--- src/verilog/dpwm_pkg.sv ---
package dpwm_pkg;
  localparam int DATA_W = 32;
  localparam int FIFO_DEPTH = 4;
  localparam int PTR_W = 3;
  localparam int FLAG_W = 8;
  localparam int ANNOUNCE_BIT = 2;
  localparam logic [7:0] DONE_TAG = 8'h01;
  localparam logic [31:0] PERIOD_RST = 32'h00000fa0;
  localparam logic [31:0] DUTY_RST = 32'h000007d0;
  localparam logic [31:0] ADDR_PERIOD = 32'h00000000;
  localparam logic [31:0] ADDR_DUTY = 32'h00000004;
  localparam logic [31:0] ADDR_COUNT = 32'h00000008;
  localparam logic [31:0] ADDR_FIFO = 32'h0000000c;
  localparam logic [31:0] ADDR_FLAG = 32'h00000010;
  localparam logic [31:0] ADDR_STAT = 32'h00000014;
  localparam logic [31:0] ADDR_MATCH2 = 32'h00000018;

  typedef enum logic [2:0] {
    SEQ_IDLE  = 3'b000,
    SEQ_POP_C = 3'b001,
    SEQ_POP_G = 3'b010,
    SEQ_MOV_M = 3'b011,
    SEQ_RAISE_HOST_INTERRUPT  = 3'b100
  } dpwm_seq_t;

  typedef struct packed {
    logic opening;
    logic closing;
  } dpwm_door_t;
endpackage

--- src/verilog/dpwm_top.sv ---
`timescale 1ns/1ps
module dpwm_top (
  input  wire logic        CLK_SYS_I,  // 10 MHz clock
  input  wire logic        RST_I,      // Sync reset, high
  input  wire logic        OPENING_I,  // Door opening state
  input  wire logic        CLOSING_I,  // Door closing state
  input  wire logic        ENTER_I,    // Transition into open/close
  input  wire logic [31:0] ADDR_I,     // Register address
  input  wire logic [31:0] WDATA_I,    // Write data
  input  wire logic        WR_I,       // Write strobe
  input  wire logic        RD_I,       // Read strobe
  output logic      [31:0] RDATA_O,    // Read data, next cycle
  output logic             OPEN_PWM_O, // Opening PWM output
  output logic             CLOSE_PWM_O,// Closing PWM output
  output logic             IRQ_O,      // Host interrupt pulse
  output logic      [7:0]  IRQ_TAG_O   // Interrupt tag
);
  localparam int W = dpwm_pkg::DATA_W;
  localparam int D = dpwm_pkg::FIFO_DEPTH;
  localparam int PW = dpwm_pkg::PTR_W;

  dpwm_pkg::dpwm_door_t door;
  logic [W-1:0] period, next_period;
  logic [W-1:0] duty, next_duty;
  logic [W-1:0] match2, next_match2;
  logic [W-1:0] count, next_count;
  logic [W-1:0] gen_one, next_gen_one;
  logic [7:0]   flags, next_flags;
  logic         pwm_state_bit, next_pwm_state_bit;
  logic         trig_q, next_trig_q;
  logic         underflow, next_underflow;
  logic [W-1:0] fifo_mem [D];
  logic [dpwm_pkg::PTR_W-1:0] wr_ptr, rd_ptr, level;
  logic [PW-1:0] next_wr_ptr, next_rd_ptr, next_level;
  logic [W-1:0] fifo_head;
  logic         duty_wr;
  logic [W-1:0] rdata, next_rdata;
  logic         irq, next_irq;
  dpwm_pkg::dpwm_seq_t seq, next_seq;
  logic         enable, zero_ev, match_ev, trigger, trig_rise;
  logic         push, pop;

  function automatic logic addr_is(input logic [31:0] a,
                                   input logic [31:0] b);
    return a == b;
  endfunction

  assign door.opening = OPENING_I & ~CLOSING_I;
  assign door.closing = CLOSING_I & ~OPENING_I;
  assign enable   = door.opening | door.closing;
  assign zero_ev  = enable && (count == '0);
  assign match_ev = enable && (count == duty);
  assign trigger  = zero_ev & flags[dpwm_pkg::ANNOUNCE_BIT];
  assign trig_rise = trigger & ~trig_q;
  assign push = WR_I && addr_is(ADDR_I, dpwm_pkg::ADDR_FIFO)
                && (level != PW'(D));
  assign pop  = (seq == dpwm_pkg::SEQ_POP_C || seq == dpwm_pkg::SEQ_POP_G)
                && (level != '0);
  assign fifo_head = fifo_mem[rd_ptr[1:0]];
  assign duty_wr   = WR_I && addr_is(ADDR_I, dpwm_pkg::ADDR_DUTY);

  always_comb begin
    next_period = period;
    next_duty   = duty;
    next_match2 = match2;
    next_flags  = flags;
    next_count  = count;
    next_gen_one = gen_one;
    next_seq    = seq;
    next_irq    = 1'b0;
    next_underflow = underflow;
    next_trig_q = trigger;
    next_pwm_state_bit = pwm_state_bit;
    if (WR_I) begin
      if (addr_is(ADDR_I, dpwm_pkg::ADDR_PERIOD))
        next_period = WDATA_I;
      if (addr_is(ADDR_I, dpwm_pkg::ADDR_DUTY))
        next_duty = WDATA_I;
      if (addr_is(ADDR_I, dpwm_pkg::ADDR_MATCH2))
        next_match2 = WDATA_I;
      if (addr_is(ADDR_I, dpwm_pkg::ADDR_FLAG))
        next_flags = WDATA_I[7:0];
      if (addr_is(ADDR_I, dpwm_pkg::ADDR_STAT))
        next_underflow = underflow & ~WDATA_I[0];
    end
    // Counter: reset on entry, else count down and reload at zero
    if (ENTER_I)
      next_count = period;
    else if (enable) begin
      if (count == '0)
        next_count = period;
      else
        next_count = count - 1'b1;
    end
    // Zero checked first so it wins a tie with match
    if (zero_ev)
      next_pwm_state_bit = 1'b0;
    else if (match_ev)
      next_pwm_state_bit = 1'b1;
    unique case (seq)
      dpwm_pkg::SEQ_IDLE: begin
        if (trig_rise)
          next_seq = dpwm_pkg::SEQ_POP_C;
      end
      dpwm_pkg::SEQ_POP_C: begin
        if (pop)
          next_count = fifo_head;
        else
          next_underflow = 1'b1;
        next_seq = dpwm_pkg::SEQ_POP_G;
      end
      dpwm_pkg::SEQ_POP_G: begin
        // Pops land only in count or general one, never in a match
        if (pop)
          next_gen_one = fifo_head;
        else
          next_underflow = 1'b1;
        next_seq = dpwm_pkg::SEQ_MOV_M;
      end
      dpwm_pkg::SEQ_MOV_M: begin
        next_duty = gen_one;
        next_seq  = dpwm_pkg::SEQ_RAISE_HOST_INTERRUPT;
      end
      dpwm_pkg::SEQ_RAISE_HOST_INTERRUPT: begin
        next_irq = 1'b1;
        next_seq = dpwm_pkg::SEQ_IDLE;
      end
      default: next_seq = dpwm_pkg::SEQ_IDLE;
    endcase
  end

  always_comb begin
    next_rdata = '0;
    if (RD_I) begin
      if (addr_is(ADDR_I, dpwm_pkg::ADDR_PERIOD))
        next_rdata = period;
      else if (addr_is(ADDR_I, dpwm_pkg::ADDR_DUTY))
        next_rdata = duty;
      else if (addr_is(ADDR_I, dpwm_pkg::ADDR_COUNT))
        next_rdata = count;
      else if (addr_is(ADDR_I, dpwm_pkg::ADDR_FLAG))
        next_rdata = {24'h000000, flags};
      else if (addr_is(ADDR_I, dpwm_pkg::ADDR_STAT))
        next_rdata = {25'h0000000, level, seq != dpwm_pkg::SEQ_IDLE,
                      pwm_state_bit, 1'b0, underflow};
      else if (addr_is(ADDR_I, dpwm_pkg::ADDR_MATCH2))
        next_rdata = match2;
    end
  end

  always_ff @(posedge CLK_SYS_I) begin
    if (RST_I) begin
      period <= dpwm_pkg::PERIOD_RST;
      duty   <= dpwm_pkg::DUTY_RST;
      match2 <= '0;
      flags  <= '0;
      count  <= '0;
      gen_one <= '0;
      seq    <= dpwm_pkg::SEQ_IDLE;
      irq    <= 1'b0;
      underflow <= 1'b0;
      trig_q <= 1'b0;
      pwm_state_bit <= 1'b0;
      rdata  <= '0;
    end else begin
      period <= next_period;
      duty   <= next_duty;
      match2 <= next_match2;
      flags  <= next_flags;
      count  <= next_count;
      gen_one <= next_gen_one;
      seq    <= next_seq;
      irq    <= next_irq;
      underflow <= next_underflow;
      trig_q <= next_trig_q;
      pwm_state_bit <= next_pwm_state_bit;
      rdata  <= next_rdata;
    end
  end

  // Overflowing pushes are dropped; the host is told by the level field
  always_comb begin
    next_wr_ptr = wr_ptr;
    next_rd_ptr = rd_ptr;
    if (push)
      next_wr_ptr = wr_ptr + 1'b1;
    if (pop)
      next_rd_ptr = rd_ptr + 1'b1;
    next_level = level + PW'(push) - PW'(pop);
  end

  always_ff @(posedge CLK_SYS_I) begin
    if (RST_I) begin
      wr_ptr <= '0;
      rd_ptr <= '0;
      level  <= '0;
    end else begin
      if (push)
        fifo_mem[wr_ptr[1:0]] <= WDATA_I;
      wr_ptr <= next_wr_ptr;
      rd_ptr <= next_rd_ptr;
      level  <= next_level;
    end
  end

  assign RDATA_O     = rdata;
  assign OPEN_PWM_O  = pwm_state_bit & door.opening;
  assign CLOSE_PWM_O = pwm_state_bit & door.closing;
  assign IRQ_O       = irq;
  assign IRQ_TAG_O   = dpwm_pkg::DONE_TAG;

  a_zero_clears: assert property (
    @(posedge CLK_SYS_I) disable iff (RST_I)
    zero_ev |=> !pwm_state_bit)
    else $error("zero did not clear");
  a_match_sets: assert property (
    @(posedge CLK_SYS_I) disable iff (RST_I)
    match_ev && !zero_ev |=> pwm_state_bit)
    else $error("match did not set");
  a_tie_zero_wins: assert property (
    @(posedge CLK_SYS_I) disable iff (RST_I)
    zero_ev && match_ev |=> !pwm_state_bit)
    else $error("tie not low");
  a_open_route: assert property (
    @(posedge CLK_SYS_I) disable iff (RST_I)
    door.opening |-> OPEN_PWM_O == pwm_state_bit && !CLOSE_PWM_O)
    else $error("opening route");
  a_close_route: assert property (
    @(posedge CLK_SYS_I) disable iff (RST_I)
    door.closing |-> CLOSE_PWM_O == pwm_state_bit && !OPEN_PWM_O)
    else $error("closing route");
  a_idle_route: assert property (
    @(posedge CLK_SYS_I) disable iff (RST_I)
    !door.opening && !door.closing |-> !OPEN_PWM_O && !CLOSE_PWM_O)
    else $error("output active outside both states");
  a_seq_start: assert property (
    @(posedge CLK_SYS_I) disable iff (RST_I)
    seq == dpwm_pkg::SEQ_IDLE && trig_rise |=> seq == dpwm_pkg::SEQ_POP_C)
    else $error("sequencer did not start");
  a_irq_after: assert property (
    @(posedge CLK_SYS_I) disable iff (RST_I)
    seq == dpwm_pkg::SEQ_IDLE && trig_rise |=> ##4 IRQ_O)
    else $error("no interrupt");
  a_irq_pulse: assert property (
    @(posedge CLK_SYS_I) disable iff (RST_I)
    IRQ_O |=> !IRQ_O)
    else $error("interrupt longer than one cycle");
  a_seq_order: assert property (
    @(posedge CLK_SYS_I) disable iff (RST_I)
    seq == dpwm_pkg::SEQ_POP_C |=> seq == dpwm_pkg::SEQ_POP_G ##1
      seq == dpwm_pkg::SEQ_MOV_M ##1 seq == dpwm_pkg::SEQ_RAISE_HOST_INTERRUPT)
    else $error("sequencer out of order");
  a_only_at_zero: assert property (
    @(posedge CLK_SYS_I) disable iff (RST_I)
    seq == dpwm_pkg::SEQ_IDLE && !zero_ev |=> seq == dpwm_pkg::SEQ_IDLE)
    else $error("update started away from zero");
  a_pop_count: assert property (
    @(posedge CLK_SYS_I) disable iff (RST_I)
    seq == dpwm_pkg::SEQ_POP_C && level != '0 |=> count == $past(fifo_head))
    else $error("period word not loaded");
  a_pop_general: assert property (
    @(posedge CLK_SYS_I) disable iff (RST_I)
    seq == dpwm_pkg::SEQ_POP_G && level != '0
      |=> gen_one == $past(fifo_head))
    else $error("duty word not popped");
  a_duty_move: assert property (
    @(posedge CLK_SYS_I) disable iff (RST_I)
    seq == dpwm_pkg::SEQ_MOV_M |=> duty == $past(gen_one))
    else $error("duty not moved");
  a_duty_guard: assert property (
    @(posedge CLK_SYS_I) disable iff (RST_I)
    !duty_wr && seq != dpwm_pkg::SEQ_MOV_M |=> $stable(duty))
    else $error("duty changed outside a move");
  a_no_trig: assert property (
    @(posedge CLK_SYS_I) disable iff (RST_I)
    !flags[dpwm_pkg::ANNOUNCE_BIT] && seq == dpwm_pkg::SEQ_IDLE
      |=> seq == dpwm_pkg::SEQ_IDLE)
    else $error("update without flag");
  a_enter_reset: assert property (
    @(posedge CLK_SYS_I) disable iff (RST_I)
    ENTER_I && seq != dpwm_pkg::SEQ_POP_C |=> count == $past(period))
    else $error("entry did not reset");
  a_reload_zero: assert property (
    @(posedge CLK_SYS_I) disable iff (RST_I)
    zero_ev && !ENTER_I && seq != dpwm_pkg::SEQ_POP_C
      |=> count == $past(period))
    else $error("no reload at zero");
  a_count_down: assert property (
    @(posedge CLK_SYS_I) disable iff (RST_I)
    enable && count != '0 && !ENTER_I && seq != dpwm_pkg::SEQ_POP_C
      |=> count == $past(count) - 32'h00000001)
    else $error("count did not step down");
  a_count_hold: assert property (
    @(posedge CLK_SYS_I) disable iff (RST_I)
    !enable && !ENTER_I && seq != dpwm_pkg::SEQ_POP_C |=> $stable(count))
    else $error("count moved while disabled");
  a_level_max: assert property (
    @(posedge CLK_SYS_I) disable iff (RST_I)
    level <= PW'(D))
    else $error("fifo overfull");
  a_underflow_set: assert property (
    @(posedge CLK_SYS_I) disable iff (RST_I)
    seq == dpwm_pkg::SEQ_POP_C && level == '0 |=> underflow)
    else $error("empty pop not flagged");

  c_update: cover property (@(posedge CLK_SYS_I) disable iff (RST_I)
    trig_rise ##5 IRQ_O);
  c_open_pwm: cover property (@(posedge CLK_SYS_I) disable iff (RST_I)
    OPEN_PWM_O);
  c_close_pwm: cover property (@(posedge CLK_SYS_I) disable iff (RST_I)
    CLOSE_PWM_O);
  c_fifo_full: cover property (@(posedge CLK_SYS_I) disable iff (RST_I)
    level == PW'(D));
  c_underflow: cover property (@(posedge CLK_SYS_I) disable iff (RST_I)
    seq == dpwm_pkg::SEQ_POP_C && level == '0);
endmodule

--- config.mk ---
export PLATFORM = sky130hd
export DESIGN_NAME = dpwm_top
export DESIGN_NICKNAME = d
export VERILOG_FILES = /design/src/verilog/dpwm_pkg.sv /design/src/verilog/dpwm_top.sv
export SDC_FILE = /design/constraint.sdc
export NUM_CORES = 1
export LEC_CHECK = 0
export BUFFER_PORTS_ARGS = -buffer_cell sky130_fd_sc_hd__clkbuf_2
export CAP_MARGIN = 20
export CORE_ASPECT_RATIO = 0.6
export CORE_MARGIN = 10
export CORE_UTILIZATION = 25
export CTS_CLUSTER_SIZE = 8
export DETAILED_ROUTE_END_ITERATION = 8
export PLACE_DENSITY = 0.42
export SYNTH_ARGS = -nofsm -noshare
export SYNTH_HDL_FRONTEND = slang
export SYNTH_SLANG_ARGS = --single-unit
--- constraint.sdc ---
create_clock -name CLK_SYS_I -period 5.5 [get_ports CLK_SYS_I]
set_clock_uncertainty 0.1 [all_clocks]
set_input_delay 0.275 -clock CLK_SYS_I [delete_from_list [all_inputs] [get_ports CLK_SYS_I]]
set_output_delay 0.275 -clock CLK_SYS_I [all_outputs]
set_load 0.02 [all_outputs]
==> flow_metrics.env <==
export IMPL_status="completed"
export IMPL_drive_gt1_share_pct=15.0
export IMPL_period_share_pct=60.9
export IMPL_avgSynthCellArea_um2=9.91
export IMPL_nNetsFinal=1686
export IMPL_first_pass_iters=5
export IMPL_required_ns=5.80
export IMPL_nFillCells=6139
export IMPL_postCtsSetupRepairBufs=0
export IMPL_use_met2_pct=17.9
export IMPL_cp_start_kind="flop"
export IMPL_clkTransAtPathRegs_ns=0.06
export IMPL_wl_per_cell_um=22.6
export IMPL_area_growth_pct=19.7
export IMPL_start_util_pct=25.2
export IMPL_grt_use_met1_pct=25.8
export IMPL_instances_no_fill=2411
export IMPL_pwr_share_seq_pct=46.8
export IMPL_utilization_pct=30.2
export IMPL_dp_cells=2306
export IMPL_gp_congestion=0.831
export IMPL_tightestPinTransition_ns=1.11
export IMPL_synth_warnings=0
export IMPL_fin_crit_ns=3.35
export IMPL_ios=114
export IMPL_drtIter0Drc=1320
export IMPL_grt_pass1_vias=11612
export IMPL_ff_latch_area_mm2=0.00817
export IMPL_cp_startpoint="count[0]"
export IMPL_holdBufCountCts=28
export IMPL_crit_fanout=9
export IMPL_path_class="flop to flop"
export IMPL_cts_buffer_depth=3
export IMPL_cp_end_kind="flop"
export IMPL_ir_worst_vdd_mv=0.205
export IMPL_syn_area_mm2=0.0149
export IMPL_combPwrFrac_pct=6.0
export IMPL_synthFlopType="dfxtp_1"
export IMPL_root_buffer="clkbuf_16"
export IMPL_power_internal_uw=4390
export IMPL_portBuffers=105
export IMPL_numCtsBuffers=48
export IMPL_grt_max_degree=89
export IMPL_final_cell_area_mm2=0.0179
export IMPL_r2r_start="count[0]"
export IMPL_n_antenna_cell=0
export IMPL_slew_headroom_pct=26.0
export IMPL_totalWireLength_mm=54.4
export IMPL_htreeDepth=2
export IMPL_final_common_cell="nand2_1"
export IMPL_syn_inst=1507
export IMPL_p_per_area_mw_per_mm2=321
export IMPL_ys_ff_latch=344
export IMPL_dr_total_vias=12113
export IMPL_clk_latency_ns=0.56
export IMPL_p_sw_share_pct=23.5
export IMPL_antenna_left=0
export IMPL_post_dp_hpwl_mm=38.4
export IMPL_worstPathArrival_ns=3.64
export IMPL_clkPwrFrac_pct=47.2
export IMPL_grt_pass1_wl_mm=80.6
export IMPL_hold_viol_final=0
export IMPL_post_cts_resized=0
export IMPL_layout_setup_ws_ns=2.15
export IMPL_die_w_um=335
export IMPL_dieArea_mm2=0.0702
export IMPL_grt_util_met3_pct=3.80
export IMPL_cts_tree="yes"
export IMPL_hp_class="input port to flop"
export IMPL_synth_seq_area_share_pct=54.7
export IMPL_max_cap_violations=0
export IMPL_drc=0
export IMPL_viasPerCell=5.02
export IMPL_place_area_mm2=0.0162
export IMPL_dpl_worst_slack_ns=2.04
export IMPL_finalMaxSlewViolations=0
export IMPL_finalSetupViolations=0
export IMPL_grt_overflow_total=0
export IMPL_grt_usage_pct=15.1
export IMPL_die_h_um=209
export IMPL_core_mm2=0.0591
export IMPL_yosysUniqueCellTypes=66
export IMPL_top_usage_layer="met1"
export IMPL_antenna_found_initial=1
export IMPL_synth_edf_count=128
export IMPL_multi_input_area_mm2=0.00626
export IMPL_cts_sinks=344
export IMPL_p_sw_uw=1350
export IMPL_final_cell_mix="nand2_1 (310), dfxtp_1 (214), a21oi_1 (135)"
export IMPL_grt_setup_unrepaired="false"
export IMPL_rows=69
export IMPL_async_reset_ff_share_pct=0
export IMPL_fin_tns_setup_ns=0
export IMPL_p_leak_uw=0.00599
export IMPL_worstHoldStart="WDATA_I[21]"
export IMPL_fmax_mhz=299
area by class of cell:
cell class / instances / area share (%)
clock buffer: 76 / 7.43
tap: 781 / 5.47
timing repair buffer: 160 / 5.89
sequential: 344 / 45.7
multi-input combinational: 1027 / 35.0
inverter: 23 / 0.483
sequential cells by signal (all words and copies together), names as in the netlist, named ones only:
name and count:
rd_ptr 2, flags 8, duty 32, gen_one 32
IRQ_O 1, level 3, pwm_state_bit 1, fifo_mem 128
match2 32, trig_q 1, count 32, RDATA_O 32
wr_ptr 2, underflow 1, seq 3, period 32
final timing paths:
path | endpoint | slack [ns] | depth (start not counted)
min | period[21] | 0.03 | 3
max reg2reg | count[16] | 2.15 | 8
max | count[16] | 2.15 | 8
min reg2reg | match2[13] | 0.35 | 2
worst max-delay path, cell delays in order (launching register included):
cell      delay (ns)
dfxtp_1         0.40
inv_1           0.15
ha_1            0.26
or4b_2          0.71
nor4_1          0.82
nand2_1         0.14
a31o_2          0.29
a221oi_1        0.22
nor3_1          0.08
metrics by stage:
| stage | power [µW] | hold WS (ns) |
|---|---|---|
| CTS | 5810 | 0.00143 |
| finish | 5740 | 0.0331 |
| global route | 5960 | 0.0192 |
| floorplan | 2920 | 0.274 |
| global placement | 3050 | 0.338 |
| detailed placement | 3060 | 0.343 |
synth_stat cells, drive strengths merged (4+ instances only):
cell type	instances	area [µm²]
edfxtp	128	3840
nand2b	5	31.3
or2	4	25.0
inv	23	86.3
nor3	42	210
ha	10	125
buf	17	104
nor4	31	228
a21oi	135	676
a221oi	5	43.8
and2	7	43.8
o211ai	4	30.0
o21bai	8	60.1
a311oi	30	263
nor2	107	402
o221ai	27	236
or4	7	60.1
mux2i	14	140
o21ai	63	327
or3	11	73.8
xor2	32	280
o2bb2ai	7	61.3
a2bb2oi	5	43.8
clkbuf	102	383
xnor2	14	123
nand2	310	1160
mux4	32	721
a31oi	7	43.8
nand4	12	75.1
a211oi	20	150
and3	9	56.3
a21o	6	45.0
dfxtp	216	4320
nand3	10	50.1
nor2b	5	31.3
power groups by stage:
stage          logic [µW]  clock network, µW  registers [µW]
2_1_floorplan         208                  0            2720
3_3_place_gp          322                  0            2730
3_5_place_dp          322                  0            2730
4_1_cts               341               2780            2680
5_1_grt               375               2910            2680
6_report              346               2710            2680
per-layer routing:
layer,part of all wire (%),up-vias,wire [µm]
li1,-,5633,-
met1,55,5931,30100
met2,35,493,18900
met3,8.7,56,4720
met4,1.2,0,667
met5,0,-,0
cells by family (layout without fill, tap and decap cells):
kind of cell               Yosys count  count (layout)  share of synthesized area [%]
AOI/OAI and AO/OA                  343             343                           14.8
DFF                                344             344                           54.7
other                                2               8                         0.0503
and+or+nand+nor                    570             570                           17.0
xor gates and xnor gates            46              46                           2.70
adders and majority gates           11              11                          0.972
buffers and inverters              142             259                           3.84
muxes                               49              49                           5.99
Note: power is estimated with default switching activity, not from simulation.
